### src/shared/bms_pkg.sv
// constants, register map and types for the buck mode and status block
// assumes a 25 MHz pclk and apb byte addresses of four times the index
package bms_pkg;

	// ==========================================================
	// timing
	localparam int CLK_MHZ = 25;
	localparam int MIN_OFF_NS = 80;
	// least time, rounded up to whole cycles
	localparam int MIN_OFF_CYC = (MIN_OFF_NS * CLK_MHZ + 999) / 1000;
	localparam int REFRESH_PERIOD = 8;
	localparam int SPSP_PERIODS = 16;
	localparam int PGD0_US = 1;
	localparam int PGD1_US = 10;
	localparam int PGD2_US = 50;
	localparam int PGD3_US = 100;
	localparam int PGD0_CYC = PGD0_US * CLK_MHZ;
	localparam int PGD1_CYC = PGD1_US * CLK_MHZ;
	localparam int PGD2_CYC = PGD2_US * CLK_MHZ;
	localparam int PGD3_CYC = PGD3_US * CLK_MHZ;
	localparam int PGD_CW = 12;

	// ==========================================================
	// register indices; byte address is four times the index
	localparam logic [5:0] IDX_FLAG = 6'h01;
	localparam logic [5:0] IDX_STAT = 6'h03;
	localparam logic [5:0] IDX_EN = 6'h05;
	localparam logic [5:0] IDX_PGD = 6'h08;
	localparam logic [5:0] IDX_MODE = 6'h0B;
	localparam logic [5:0] IDX_ILIM = 6'h0C;
	localparam logic [5:0] IDX_VTGT = 6'h10;

	// ==========================================================
	// field positions
	localparam int FLAG_XFER_BIT = 7;
	localparam int STAT_CCUR_BIT = 4;
	localparam int STAT_FDUTY_BIT = 3;
	localparam int STAT_WIN_BIT = 2;
	localparam int EN_BIT = 0;
	localparam int PGD_LSB = 6;
	localparam int MODE_FDUTY_BIT = 7;
	localparam int MODE_SS_BIT = 6;
	localparam int MODE_CCUR_BIT = 4;

	// ==========================================================
	// widths and reset values
	localparam int VTGT_W = 11;
	localparam int ILIM_W = 8;
	localparam int ILIM_REF_W = 17;
	localparam logic [ILIM_REF_W-1:0] ILIM_UNIT_NA = 17'h00187;
	localparam logic EN_RST = 1'b0;
	localparam logic [1:0] PGD_RST = 2'h0;
	localparam logic MODE_BIT_RST = 1'b0;
	localparam logic [ILIM_W-1:0] ILIM_RST = 8'h00;
	localparam logic [VTGT_W-1:0] VTGT_RST = 11'h000;

	// ==========================================================
	// types
	typedef struct packed {
		logic en_pin;
		logic pwm_demand;
		logic fbk_above_rise;
		logic fbk_below_fall;
		logic cs_at_limit;
		logic vo_above_low;
		logic vo_below_high;
	} bms_sense_t;

	typedef enum logic [1:0] {
		PGS_OFF = 2'b00,
		PGS_RISE = 2'b01,
		PGS_ON = 2'b10,
		PGS_FALL = 2'b11
	} bms_pgst_t;

endpackage

### src/hw/bms_core.sv
// buck converter mode control, status and power-good with apb registers
// assumes sense comparators and the switching clock are asynchronous
// to pclk; apb master is on pclk
`timescale 1ns/10ps

module bms_core
#(
	parameter int MIN_OFF = bms_pkg::MIN_OFF_CYC,
	parameter int REFRESH_N = bms_pkg::REFRESH_PERIOD,
	parameter int SS_N = bms_pkg::SPSP_PERIODS
)
(
	input wire logic pclk,
	input wire logic presetn,
	input wire logic psel,
	input wire logic penable,
	input wire logic pwrite,
	input wire logic [7:0] paddr,
	input wire logic [31:0] pwdata,
	output logic [31:0] prdata,
	output logic pready,
	output logic pslverr,
	input wire logic sw_clk,
	input wire bms_pkg::bms_sense_t sense,
	output logic hs_gate_on,
	output logic [$clog2(SS_N)-2:0] dither_code,
	output logic const_cur_loop_en,
	output logic constant_current_mode,
	output logic [bms_pkg::ILIM_REF_W-1:0] current_regulation_target,
	output logic [bms_pkg::VTGT_W-1:0] servo_vref_code,
	output logic host_irq,
	output logic power_good_output_out,
	output logic power_good_output_oe
);
	import bms_pkg::*;

	localparam int RC_W = $clog2(REFRESH_N);
	localparam int SS_W = $clog2(SS_N);
	localparam int OFF_W = $clog2(MIN_OFF + 1);

	// ==========================================================
	// functions
	function automatic logic [ILIM_REF_W-1:0] ilim_ref_na(
		input logic [ILIM_W-1:0] c);
		ilim_ref_na = ILIM_UNIT_NA * ({9'h000, c} + 17'h00001);
	endfunction

	function automatic logic [PGD_CW-1:0] pgd_cycles(input logic [1:0] s);
		case (s)
			2'h0: pgd_cycles = PGD_CW'(PGD0_CYC);
			2'h1: pgd_cycles = PGD_CW'(PGD1_CYC);
			2'h2: pgd_cycles = PGD_CW'(PGD2_CYC);
			default: pgd_cycles = PGD_CW'(PGD3_CYC);
		endcase
	endfunction

	// ==========================================================
	// input synchronisers
	bms_sense_t sense_meta_r;
	bms_sense_t sense_r;
	logic sw_meta_r;
	logic sw_sync_r;
	logic sw_prev_r;
	logic sw_rise;

	always_ff @(posedge pclk or negedge presetn)
	begin
		if (!presetn)
		begin
			sense_meta_r <= '0;
			sense_r <= '0;
			sw_meta_r <= 1'b0;
			sw_sync_r <= 1'b0;
			sw_prev_r <= 1'b0;
		end
		else
		begin
			sense_meta_r <= sense;
			sense_r <= sense_meta_r;
			sw_meta_r <= sw_clk;
			sw_sync_r <= sw_meta_r;
			sw_prev_r <= sw_sync_r;
		end
	end

	// one pclk pulse per switching period
	assign sw_rise = sw_sync_r & ~sw_prev_r;

	// ==========================================================
	// apb decode
	logic [5:0] idx;
	logic setup_ph;
	logic wr_acc;
	logic mapped;
	logic flag_clr;

	assign idx = paddr[7:2];
	assign setup_ph = psel & ~penable;
	assign wr_acc = psel & penable & pwrite;
	assign pready = 1'b1;
	assign pslverr = psel & penable & ~mapped;
	assign flag_clr = wr_acc & (idx == IDX_FLAG) & pwdata[FLAG_XFER_BIT];

	always_comb
	begin
		case (idx)
			IDX_FLAG, IDX_STAT, IDX_EN, IDX_PGD,
			IDX_MODE, IDX_ILIM, IDX_VTGT: mapped = 1'b1;
			default: mapped = 1'b0;
		endcase
	end

	// ==========================================================
	// software registers
	logic en_bit_r;
	logic [1:0] pgd_sel_r;
	logic fd_en_r;
	logic ss_en_r;
	logic ccur_en_r;
	logic [ILIM_W-1:0] ilim_r;
	logic [VTGT_W-1:0] vtgt_r;

	// writes land at any time, so targets change on the fly
	always_ff @(posedge pclk or negedge presetn)
	begin
		if (!presetn)
		begin
			en_bit_r <= EN_RST;
			pgd_sel_r <= PGD_RST;
			fd_en_r <= MODE_BIT_RST;
			ss_en_r <= MODE_BIT_RST;
			ccur_en_r <= MODE_BIT_RST;
			ilim_r <= ILIM_RST;
			vtgt_r <= VTGT_RST;
		end
		else if (wr_acc)
		begin
			case (idx)
				IDX_EN: en_bit_r <= pwdata[EN_BIT];
				IDX_PGD: pgd_sel_r <= pwdata[PGD_LSB+:2];
				IDX_MODE:
				begin
					fd_en_r <= pwdata[MODE_FDUTY_BIT];
					ss_en_r <= pwdata[MODE_SS_BIT];
					ccur_en_r <= pwdata[MODE_CCUR_BIT];
				end
				IDX_ILIM: ilim_r <= pwdata[ILIM_W-1:0];
				IDX_VTGT: vtgt_r <= pwdata[VTGT_W-1:0];
				default: ;
			endcase
		end
	end

	// ==========================================================
	// enable and servo references
	logic internal_enable;
	logic [ILIM_W-1:0] ilim_code;
	logic vbusy;
	logic ibusy;

	assign internal_enable = sense_r.en_pin | en_bit_r;

	bms_servo #(.W(VTGT_W)) u_vservo
	(
		.clk(pclk),
		.rst_n(presetn),
		.hold(~internal_enable),
		.step(sw_rise),
		.target(vtgt_r),
		.code(servo_vref_code),
		.busy(vbusy)
	);

	bms_servo #(.W(ILIM_W)) u_iservo
	(
		.clk(pclk),
		.rst_n(presetn),
		.hold(~internal_enable),
		.step(sw_rise),
		.target(ilim_r),
		.code(ilim_code),
		.busy(ibusy)
	);

	always_ff @(posedge pclk or negedge presetn)
	begin
		if (!presetn)
			current_regulation_target <= '0;
		else
			current_regulation_target <= ilim_ref_na(ilim_code);
	end

	// ==========================================================
	// high-side switch, minimum off and bootstrap refresh
	logic [RC_W-1:0] refresh_cnt_r;
	logic [OFF_W-1:0] off_cnt_r;
	logic refresh_due;
	logic force_off;
	logic full_duty_r;

	assign refresh_due = (refresh_cnt_r == RC_W'(REFRESH_N - 1));
	assign force_off = sw_rise & (~fd_en_r | refresh_due);

	always_ff @(posedge pclk or negedge presetn)
	begin
		if (!presetn)
			refresh_cnt_r <= '0;
		else if (!fd_en_r)
			refresh_cnt_r <= '0;
		else if (sw_rise)
			refresh_cnt_r <= refresh_due ? '0 : refresh_cnt_r + 1'b1;
	end

	always_ff @(posedge pclk or negedge presetn)
	begin
		if (!presetn)
			off_cnt_r <= '0;
		else if (force_off)
			off_cnt_r <= OFF_W'(MIN_OFF - 1);
		else if (off_cnt_r != '0)
			off_cnt_r <= off_cnt_r - 1'b1;
	end

	// demand passes straight through once no off window runs
	always_ff @(posedge pclk or negedge presetn)
	begin
		if (!presetn)
			hs_gate_on <= 1'b0;
		else
			hs_gate_on <= sense_r.pwm_demand & ~force_off
				& (off_cnt_r == '0);
	end

	// status: high side carried on through a period boundary
	always_ff @(posedge pclk or negedge presetn)
	begin
		if (!presetn)
			full_duty_r <= 1'b0;
		else if (!fd_en_r || !sense_r.pwm_demand)
			full_duty_r <= 1'b0;
		else if (sw_rise && hs_gate_on)
			full_duty_r <= 1'b1;
	end

	// ==========================================================
	// spread spectrum triangle
	logic [SS_W-1:0] ss_cnt_r;

	always_ff @(posedge pclk or negedge presetn)
	begin
		if (!presetn)
			ss_cnt_r <= '0;
		else if (!ss_en_r)
			ss_cnt_r <= '0;
		else if (sw_rise)
			ss_cnt_r <= (ss_cnt_r == SS_W'(SS_N - 1)) ? '0
				: ss_cnt_r + 1'b1;
	end

	always_ff @(posedge pclk or negedge presetn)
	begin
		if (!presetn)
			dither_code <= '0;
		else if (!ss_en_r)
			dither_code <= '0;
		else
			dither_code <= ss_cnt_r[SS_W-1] ? ~ss_cnt_r[SS_W-2:0]
				: ss_cnt_r[SS_W-2:0];
	end

	// ==========================================================
	// constant current arming, mode and transition flag
	logic armed_nxt;
	logic ccur_nxt;
	logic in_win_r;
	logic xfer_flag_r;

	always_comb
	begin
		if (!ccur_en_r)
			armed_nxt = 1'b0;
		else if (sense_r.fbk_above_rise)
			armed_nxt = 1'b1;
		else if (sense_r.fbk_below_fall)
			armed_nxt = 1'b0;
		else
			armed_nxt = const_cur_loop_en;
	end

	assign ccur_nxt = armed_nxt & sense_r.cs_at_limit;

	always_ff @(posedge pclk or negedge presetn)
	begin
		if (!presetn)
		begin
			const_cur_loop_en <= 1'b0;
			constant_current_mode <= 1'b0;
			in_win_r <= 1'b0;
		end
		else
		begin
			const_cur_loop_en <= armed_nxt;
			constant_current_mode <= ccur_nxt;
			in_win_r <= sense_r.vo_above_low & sense_r.vo_below_high;
		end
	end

	// a change in the clear cycle still sets the flag
	always_ff @(posedge pclk or negedge presetn)
	begin
		if (!presetn)
			xfer_flag_r <= 1'b0;
		else if (ccur_nxt != constant_current_mode)
			xfer_flag_r <= 1'b1;
		else if (flag_clr)
			xfer_flag_r <= 1'b0;
	end

	assign host_irq = xfer_flag_r;

	// ==========================================================
	// register read
	logic [31:0] rd_word;

	always_comb
	begin
		rd_word = '0;
		case (idx)
			IDX_FLAG: rd_word[FLAG_XFER_BIT] = xfer_flag_r;
			IDX_STAT:
			begin
				rd_word[STAT_CCUR_BIT] = constant_current_mode;
				rd_word[STAT_FDUTY_BIT] = full_duty_r;
				rd_word[STAT_WIN_BIT] = in_win_r;
			end
			IDX_EN: rd_word[EN_BIT] = en_bit_r;
			IDX_PGD: rd_word[PGD_LSB+:2] = pgd_sel_r;
			IDX_MODE:
			begin
				rd_word[MODE_FDUTY_BIT] = fd_en_r;
				rd_word[MODE_SS_BIT] = ss_en_r;
				rd_word[MODE_CCUR_BIT] = ccur_en_r;
			end
			IDX_ILIM: rd_word[ILIM_W-1:0] = ilim_r;
			IDX_VTGT: rd_word[VTGT_W-1:0] = vtgt_r;
			default: rd_word = '0;
		endcase
	end

	// captured in setup so the access phase needs no wait state
	always_ff @(posedge pclk or negedge presetn)
	begin
		if (!presetn)
			prdata <= '0;
		else if (setup_ph && !pwrite)
			prdata <= rd_word;
	end

	// ==========================================================
	// power-good with delay
	bms_pgst_t pwrgd_st_r;
	bms_pgst_t pwrgd_st_nxt;
	logic [PGD_CW-1:0] pgd_cnt_r;
	logic pgd_done;
	logic force_low;
	logic good_int;
	logic pwrgd_r;

	// servo or disable drop the output at once, not after the delay
	assign force_low = ~internal_enable | vbusy | ibusy;
	assign good_int = in_win_r | constant_current_mode;
	// at or past the end: a delay code shortened mid-count still ends
	assign pgd_done = (pgd_cnt_r >= pgd_cycles(pgd_sel_r) - 1'b1);

	always_comb
	begin
		case (pwrgd_st_r)
			PGS_OFF:
			begin
				if (!force_low && good_int)
					pwrgd_st_nxt = PGS_RISE;
				else
					pwrgd_st_nxt = PGS_OFF;
			end
			PGS_RISE:
			begin
				if (force_low || !good_int)
					pwrgd_st_nxt = PGS_OFF;
				else
					pwrgd_st_nxt = pgd_done ? PGS_ON : PGS_RISE;
			end
			PGS_ON:
			begin
				if (force_low)
					pwrgd_st_nxt = PGS_OFF;
				else
					pwrgd_st_nxt = good_int ? PGS_ON : PGS_FALL;
			end
			PGS_FALL:
			begin
				if (force_low)
					pwrgd_st_nxt = PGS_OFF;
				else if (good_int)
					pwrgd_st_nxt = PGS_ON;
				else
					pwrgd_st_nxt = pgd_done ? PGS_OFF : PGS_FALL;
			end
			default: pwrgd_st_nxt = PGS_OFF;
		endcase
	end

	always_ff @(posedge pclk or negedge presetn)
	begin
		if (!presetn)
		begin
			pwrgd_st_r <= PGS_OFF;
			pgd_cnt_r <= '0;
			pwrgd_r <= 1'b0;
		end
		else
		begin
			pwrgd_st_r <= pwrgd_st_nxt;
			pgd_cnt_r <= (pwrgd_st_nxt != pwrgd_st_r) ? '0
				: pgd_cnt_r + 1'b1;
			pwrgd_r <= (pwrgd_st_nxt == PGS_ON)
				|| (pwrgd_st_nxt == PGS_FALL);
		end
	end

	// open drain: drive low unless good
	assign power_good_output_out = 1'b0;
	assign power_good_output_oe = ~pwrgd_r;
endmodule

### src/hw/bms_servo.sv
// servo reference up/down counter stepping once per switching cycle
// assumes hold and step come from logic on the same clock
`timescale 1ns/10ps

module bms_servo
#(
	parameter int W = 11
)
(
	input wire logic clk,
	input wire logic rst_n,
	input wire logic hold,
	input wire logic step,
	input wire logic [W-1:0] target,
	output logic [W-1:0] code,
	output logic busy
);
	import bms_pkg::*;

	// ==========================================================
	// counter
	always_ff @(posedge clk or negedge rst_n)
	begin
		if (!rst_n)
			code <= '0;
		else if (hold)
			code <= '0;
		else if (step && code < target)
			code <= code + 1'b1;
		else if (step && code > target)
			code <= code - 1'b1;
	end

	assign busy = (code != target);
endmodule

### config.mk
export PLATFORM = sky130hd
export DESIGN_NAME = bms_core
export DESIGN_NICKNAME = d
export VERILOG_FILES = /design/src/shared/bms_pkg.sv /design/src/hw/bms_core.sv /design/src/hw/bms_servo.sv
export SDC_FILE = /design/constraint.sdc
export NUM_CORES = 1
export LEC_CHECK = 0
export ABC_CLOCK_PERIOD_IN_PS = 4370
export BUFFER_PORTS_ARGS = -buffer_cell sky130_fd_sc_hd__buf_2
export CORE_ASPECT_RATIO = 0.7
export CORE_MARGIN = 2
export CORE_UTILIZATION = 52
export CTS_CLUSTER_SIZE = 24
export DETAILED_ROUTE_END_ITERATION = 16
export PLACE_DENSITY_LB_ADDON = 0.3
export SETUP_SLACK_MARGIN = 0.15
export SLEW_MARGIN = 20
export SYNTH_ARGS = -nofsm -noshare
export SYNTH_HDL_FRONTEND = slang
export SYNTH_HIERARCHICAL = 1
export SYNTH_SLANG_ARGS = --single-unit
### constraint.sdc
create_clock -name pclk -period 4.37 [get_ports pclk]
set_input_delay 0.437 -clock pclk [delete_from_list [all_inputs] [get_ports pclk]]
set_output_delay 0.437 -clock pclk [all_outputs]
set_load 0.02 [all_outputs]
==> impl_metrics.env <==
export IMPL_outcome="complete, no violations"
export IMPL_slew_headroom_pct=32.1
export IMPL_syn_to_final_growth_pct=18.4
export IMPL_setup_viol=0
export IMPL_synth_edff_count=0
export IMPL_drive_gt1_share_pct=22.2
export IMPL_overflow=0
export IMPL_ios=124
export IMPL_crit_type="reg2reg"
export IMPL_routabilityCongestion=0.821
export IMPL_multiInputGateArea_sq_um=4660
export IMPL_die_h_um=108
export IMPL_coreArea_sq_um=14900
export IMPL_nFillCells=1196
export IMPL_mappedNetlistArea_sq_um=8000
export IMPL_period_share_pct=96.5
export IMPL_route_detailed_drc=0
export IMPL_fp_dieW_um=152
export IMPL_drt_wl_total_mm=17.4
export IMPL_cap_violations=0
export IMPL_ctsHoldBuffers=0
export IMPL_seqCellArea_sq_um=3060
export IMPL_synth_ff_type="dfrtp_1"
export IMPL_dp_hpwl_mm=12.6
export IMPL_grt_pass1_wl_mm=28.7
export IMPL_post_route_min_period_ns=4.22
export IMPL_worst_slew_pin_slew_ns=1.00
export IMPL_required_ns=4.72
export IMPL_antenna_found_initial=0
export IMPL_clkLatencyLatePin_ns=0.42
export IMPL_h_tree_depth=4
export IMPL_final_cells=1100
export IMPL_clock_sinks=122
export IMPL_drt_vias_per_instance=5.40
export IMPL_track_usage_pct=21.8
export IMPL_place_area_sq_um=8670
export IMPL_max_freq_ghz=0.237
export IMPL_cp_start_kind="register"
export IMPL_power_leakage_nw=4.75
export IMPL_drv_slew=0
export IMPL_rsz0062_at_grt="true"
export IMPL_cts_tree="built"
export IMPL_hp_class="in2async"
export IMPL_cts_root_buf="clkbuf_16"
export IMPL_dieArea_sq_um=16400
export IMPL_final_hold_viol_count=0
export IMPL_cts_buffer_depth=2
export IMPL_synth_cell_type_count=73
export IMPL_yosysSeqAreaShare_pct=38.2
export IMPL_netlist_instances=783
export IMPL_peakVddDrop_mv=0.337
export IMPL_cts_buffers_inserted=17
export IMPL_dr_total_vias=5942
export IMPL_first_global_vias=5778
export IMPL_n_antenna_cell=0
export IMPL_skew_ns=0.0111
export IMPL_dp_cells=1061
export IMPL_grt_max_degree=61
export IMPL_wl_per_cell_um=15.8
export IMPL_async_flop_share_pct=100
export IMPL_cp_data_arrival_time_ns=4.57
export IMPL_final_nets=1064
export IMPL_worstPathMaxFanout=4
export IMPL_powerDensity_nw_per_um2=615
export IMPL_initial_core_util_pct=53.8
export IMPL_syn_avg_cell_area_sq_um=10.2
export IMPL_rows=37
export IMPL_cp_end_kind="register"
export IMPL_dr_first_iter_drc_count=312
export IMPL_numPortBuffers=77
export IMPL_first_pass_iters=5
export IMPL_path_clk_slew_ns=0.06
export IMPL_final_area_sq_um=9470
export IMPL_yosys_warnings=6
export IMPL_ys_ff_latch=122
export IMPL_drtAntennaViolNets=0
export IMPL_tns_ns=0
==> cells in the mapped netlist (all sizes together), types with 12 or more instances <==
cell	instances	area share, %
nand2	51	2.4
xor2	27	3.0
dfrtp	122	38
o21ai	27	1.7
buf	28	2.5
and2	12	0.97
nor2	46	2.2
inv	78	3.7
a21oi	40	2.5
fa	15	3.8
mux2	27	3.8
nor2b	14	1.2
ha	103	16
xnor2	22	2.4
nand3	17	1.1
==> per-layer routing <==
metal | track usage, % | wire length [um] | vias to the layer above
met3 | 4.63 | 842 | 21
li1 | - | - | 2908
met4 | 5.61 | 177 | 0
met2 | 33.8 | 7670 | 140
met5 | 0 | 0 | -
met1 | 31.3 | 8660 | 2873
==> cell type report <==
cell class | count | area share [%]
Inverter | 79 | 3.13
Clock inverter | 14 | 1.97
Timing Repair Buffer | 105 | 6.35
Clock buffer | 17 | 4.49
Multi-Input combinational cell | 568 | 49.2
Tap cell | 195 | 2.58
Sequential cell | 122 | 32.3
==> placed cells by master (no fill, tap or decap), drive strengths merged, types with 14 or more instances in the layout <==
master / Yosys / final
conb: 2 / 24
mux2: 27 / 27
fa: 15 / 15
xor2: 27 / 27
clkbuf: 7 / 17
ha: 103 / 103
xnor2: 22 / 22
nor2: 46 / 46
nand3: 17 / 17
dfrtp: 122 / 122
buf: 28 / 105
o21ai: 27 / 27
a21oi: 40 / 40
nor2b: 14 / 14
inv: 78 / 84
nand2: 51 / 51
==> worst paths after layout <==
kind	start	end	slack [ns]	cells past startpoint
max	u_iservo/code[0]	current_regulation_target[16]	0.15	17
min	presetn	current_regulation_target[13]	0.08	1
max reg2reg	u_iservo/code[0]	current_regulation_target[16]	0.15	17
min reg2reg	sw_meta_r	sw_sync_r	0.35	0
max in group asynchronous	presetn	full_duty_r	3.35	2
min in group pclk	sw_clk	sw_meta_r	0.12	1
==> cells by family after synthesis <==
family	count (synthesis)	synth area share, %
AND/OR/NAND/NOR	202	13.5
AO/OA/AOI/OAI	144	12.1
flip-flops	122	38.2
adder cells (fa/ha/maj)	118	19.9
buffers and inverters	115	6.68
XOR/XNOR	49	5.36
multiplexers	31	4.30
other	2	0.0939
==> per-stage QoR <==
step | setup slack [ns] | hold slack, ns | total power (W) | utilization [%]
floorplan | 0.147 | 0.141 | 0.00351 | -
global placement | 0.137 | 0.332 | 0.00410 | 58.3
detailed placement | -0.00759 | 0.336 | 0.00416 | 58.3
CTS | 0.137 | 0.105 | 0.00578 | 63.2
global route | -0.0613 | 0.112 | 0.00626 | 63.7
finish | 0.155 | 0.0807 | 0.00583 | 63.7
==> registers in the layout, summed over array words and instances, names as in the netlist, 2 cells and up <==
register / cells
pwrgd_st_r: 2
dither_code: 3
pgd_cnt_r: 12
pgd_sel_r: 2
off_cnt_r: 2
ilim_r: 8
u_vservo/code: 11
sense_meta_r: 7
vtgt_r: 11
u_iservo/code: 8
ss_cnt_r: 4
refresh_cnt_r: 3
sense_r: 7
prdata: 11
current_regulation_target: 17
==> report_power, final <==
part | switching, W | total, W | internal (W)
Sequential | 0.000183 | 0.00154 | 0.00136
Combinational | 0.00157 | 0.00281 | 0.00124
Clock | 0.000565 | 0.00147 | 0.000909
==> worst max-delay path: stages (launching register included) <==
cell and delay (ns):
dfrtp_1 0.42, and3_4 0.23, nand3_4 0.09, nor2_4 0.15, xor2_2 0.19, inv_2 0.07, fa_1 0.47, ha_1 0.28
inv_1 0.04, fa_1 0.48, inv_1 0.05, fa_1 0.49, ha_4 0.30, o21a_1 0.11, o31a_1 0.22, o31ai_2 0.12
or3_1 0.37, nand3_1 0.07
==> repair_timing <==
item,CTS,global route
setup endpoints to repair,5,8
resized for setup,12,10
buffers inserted,6,2
pin swaps,6,18
Note: power is estimated with default switching activity, not from simulation.
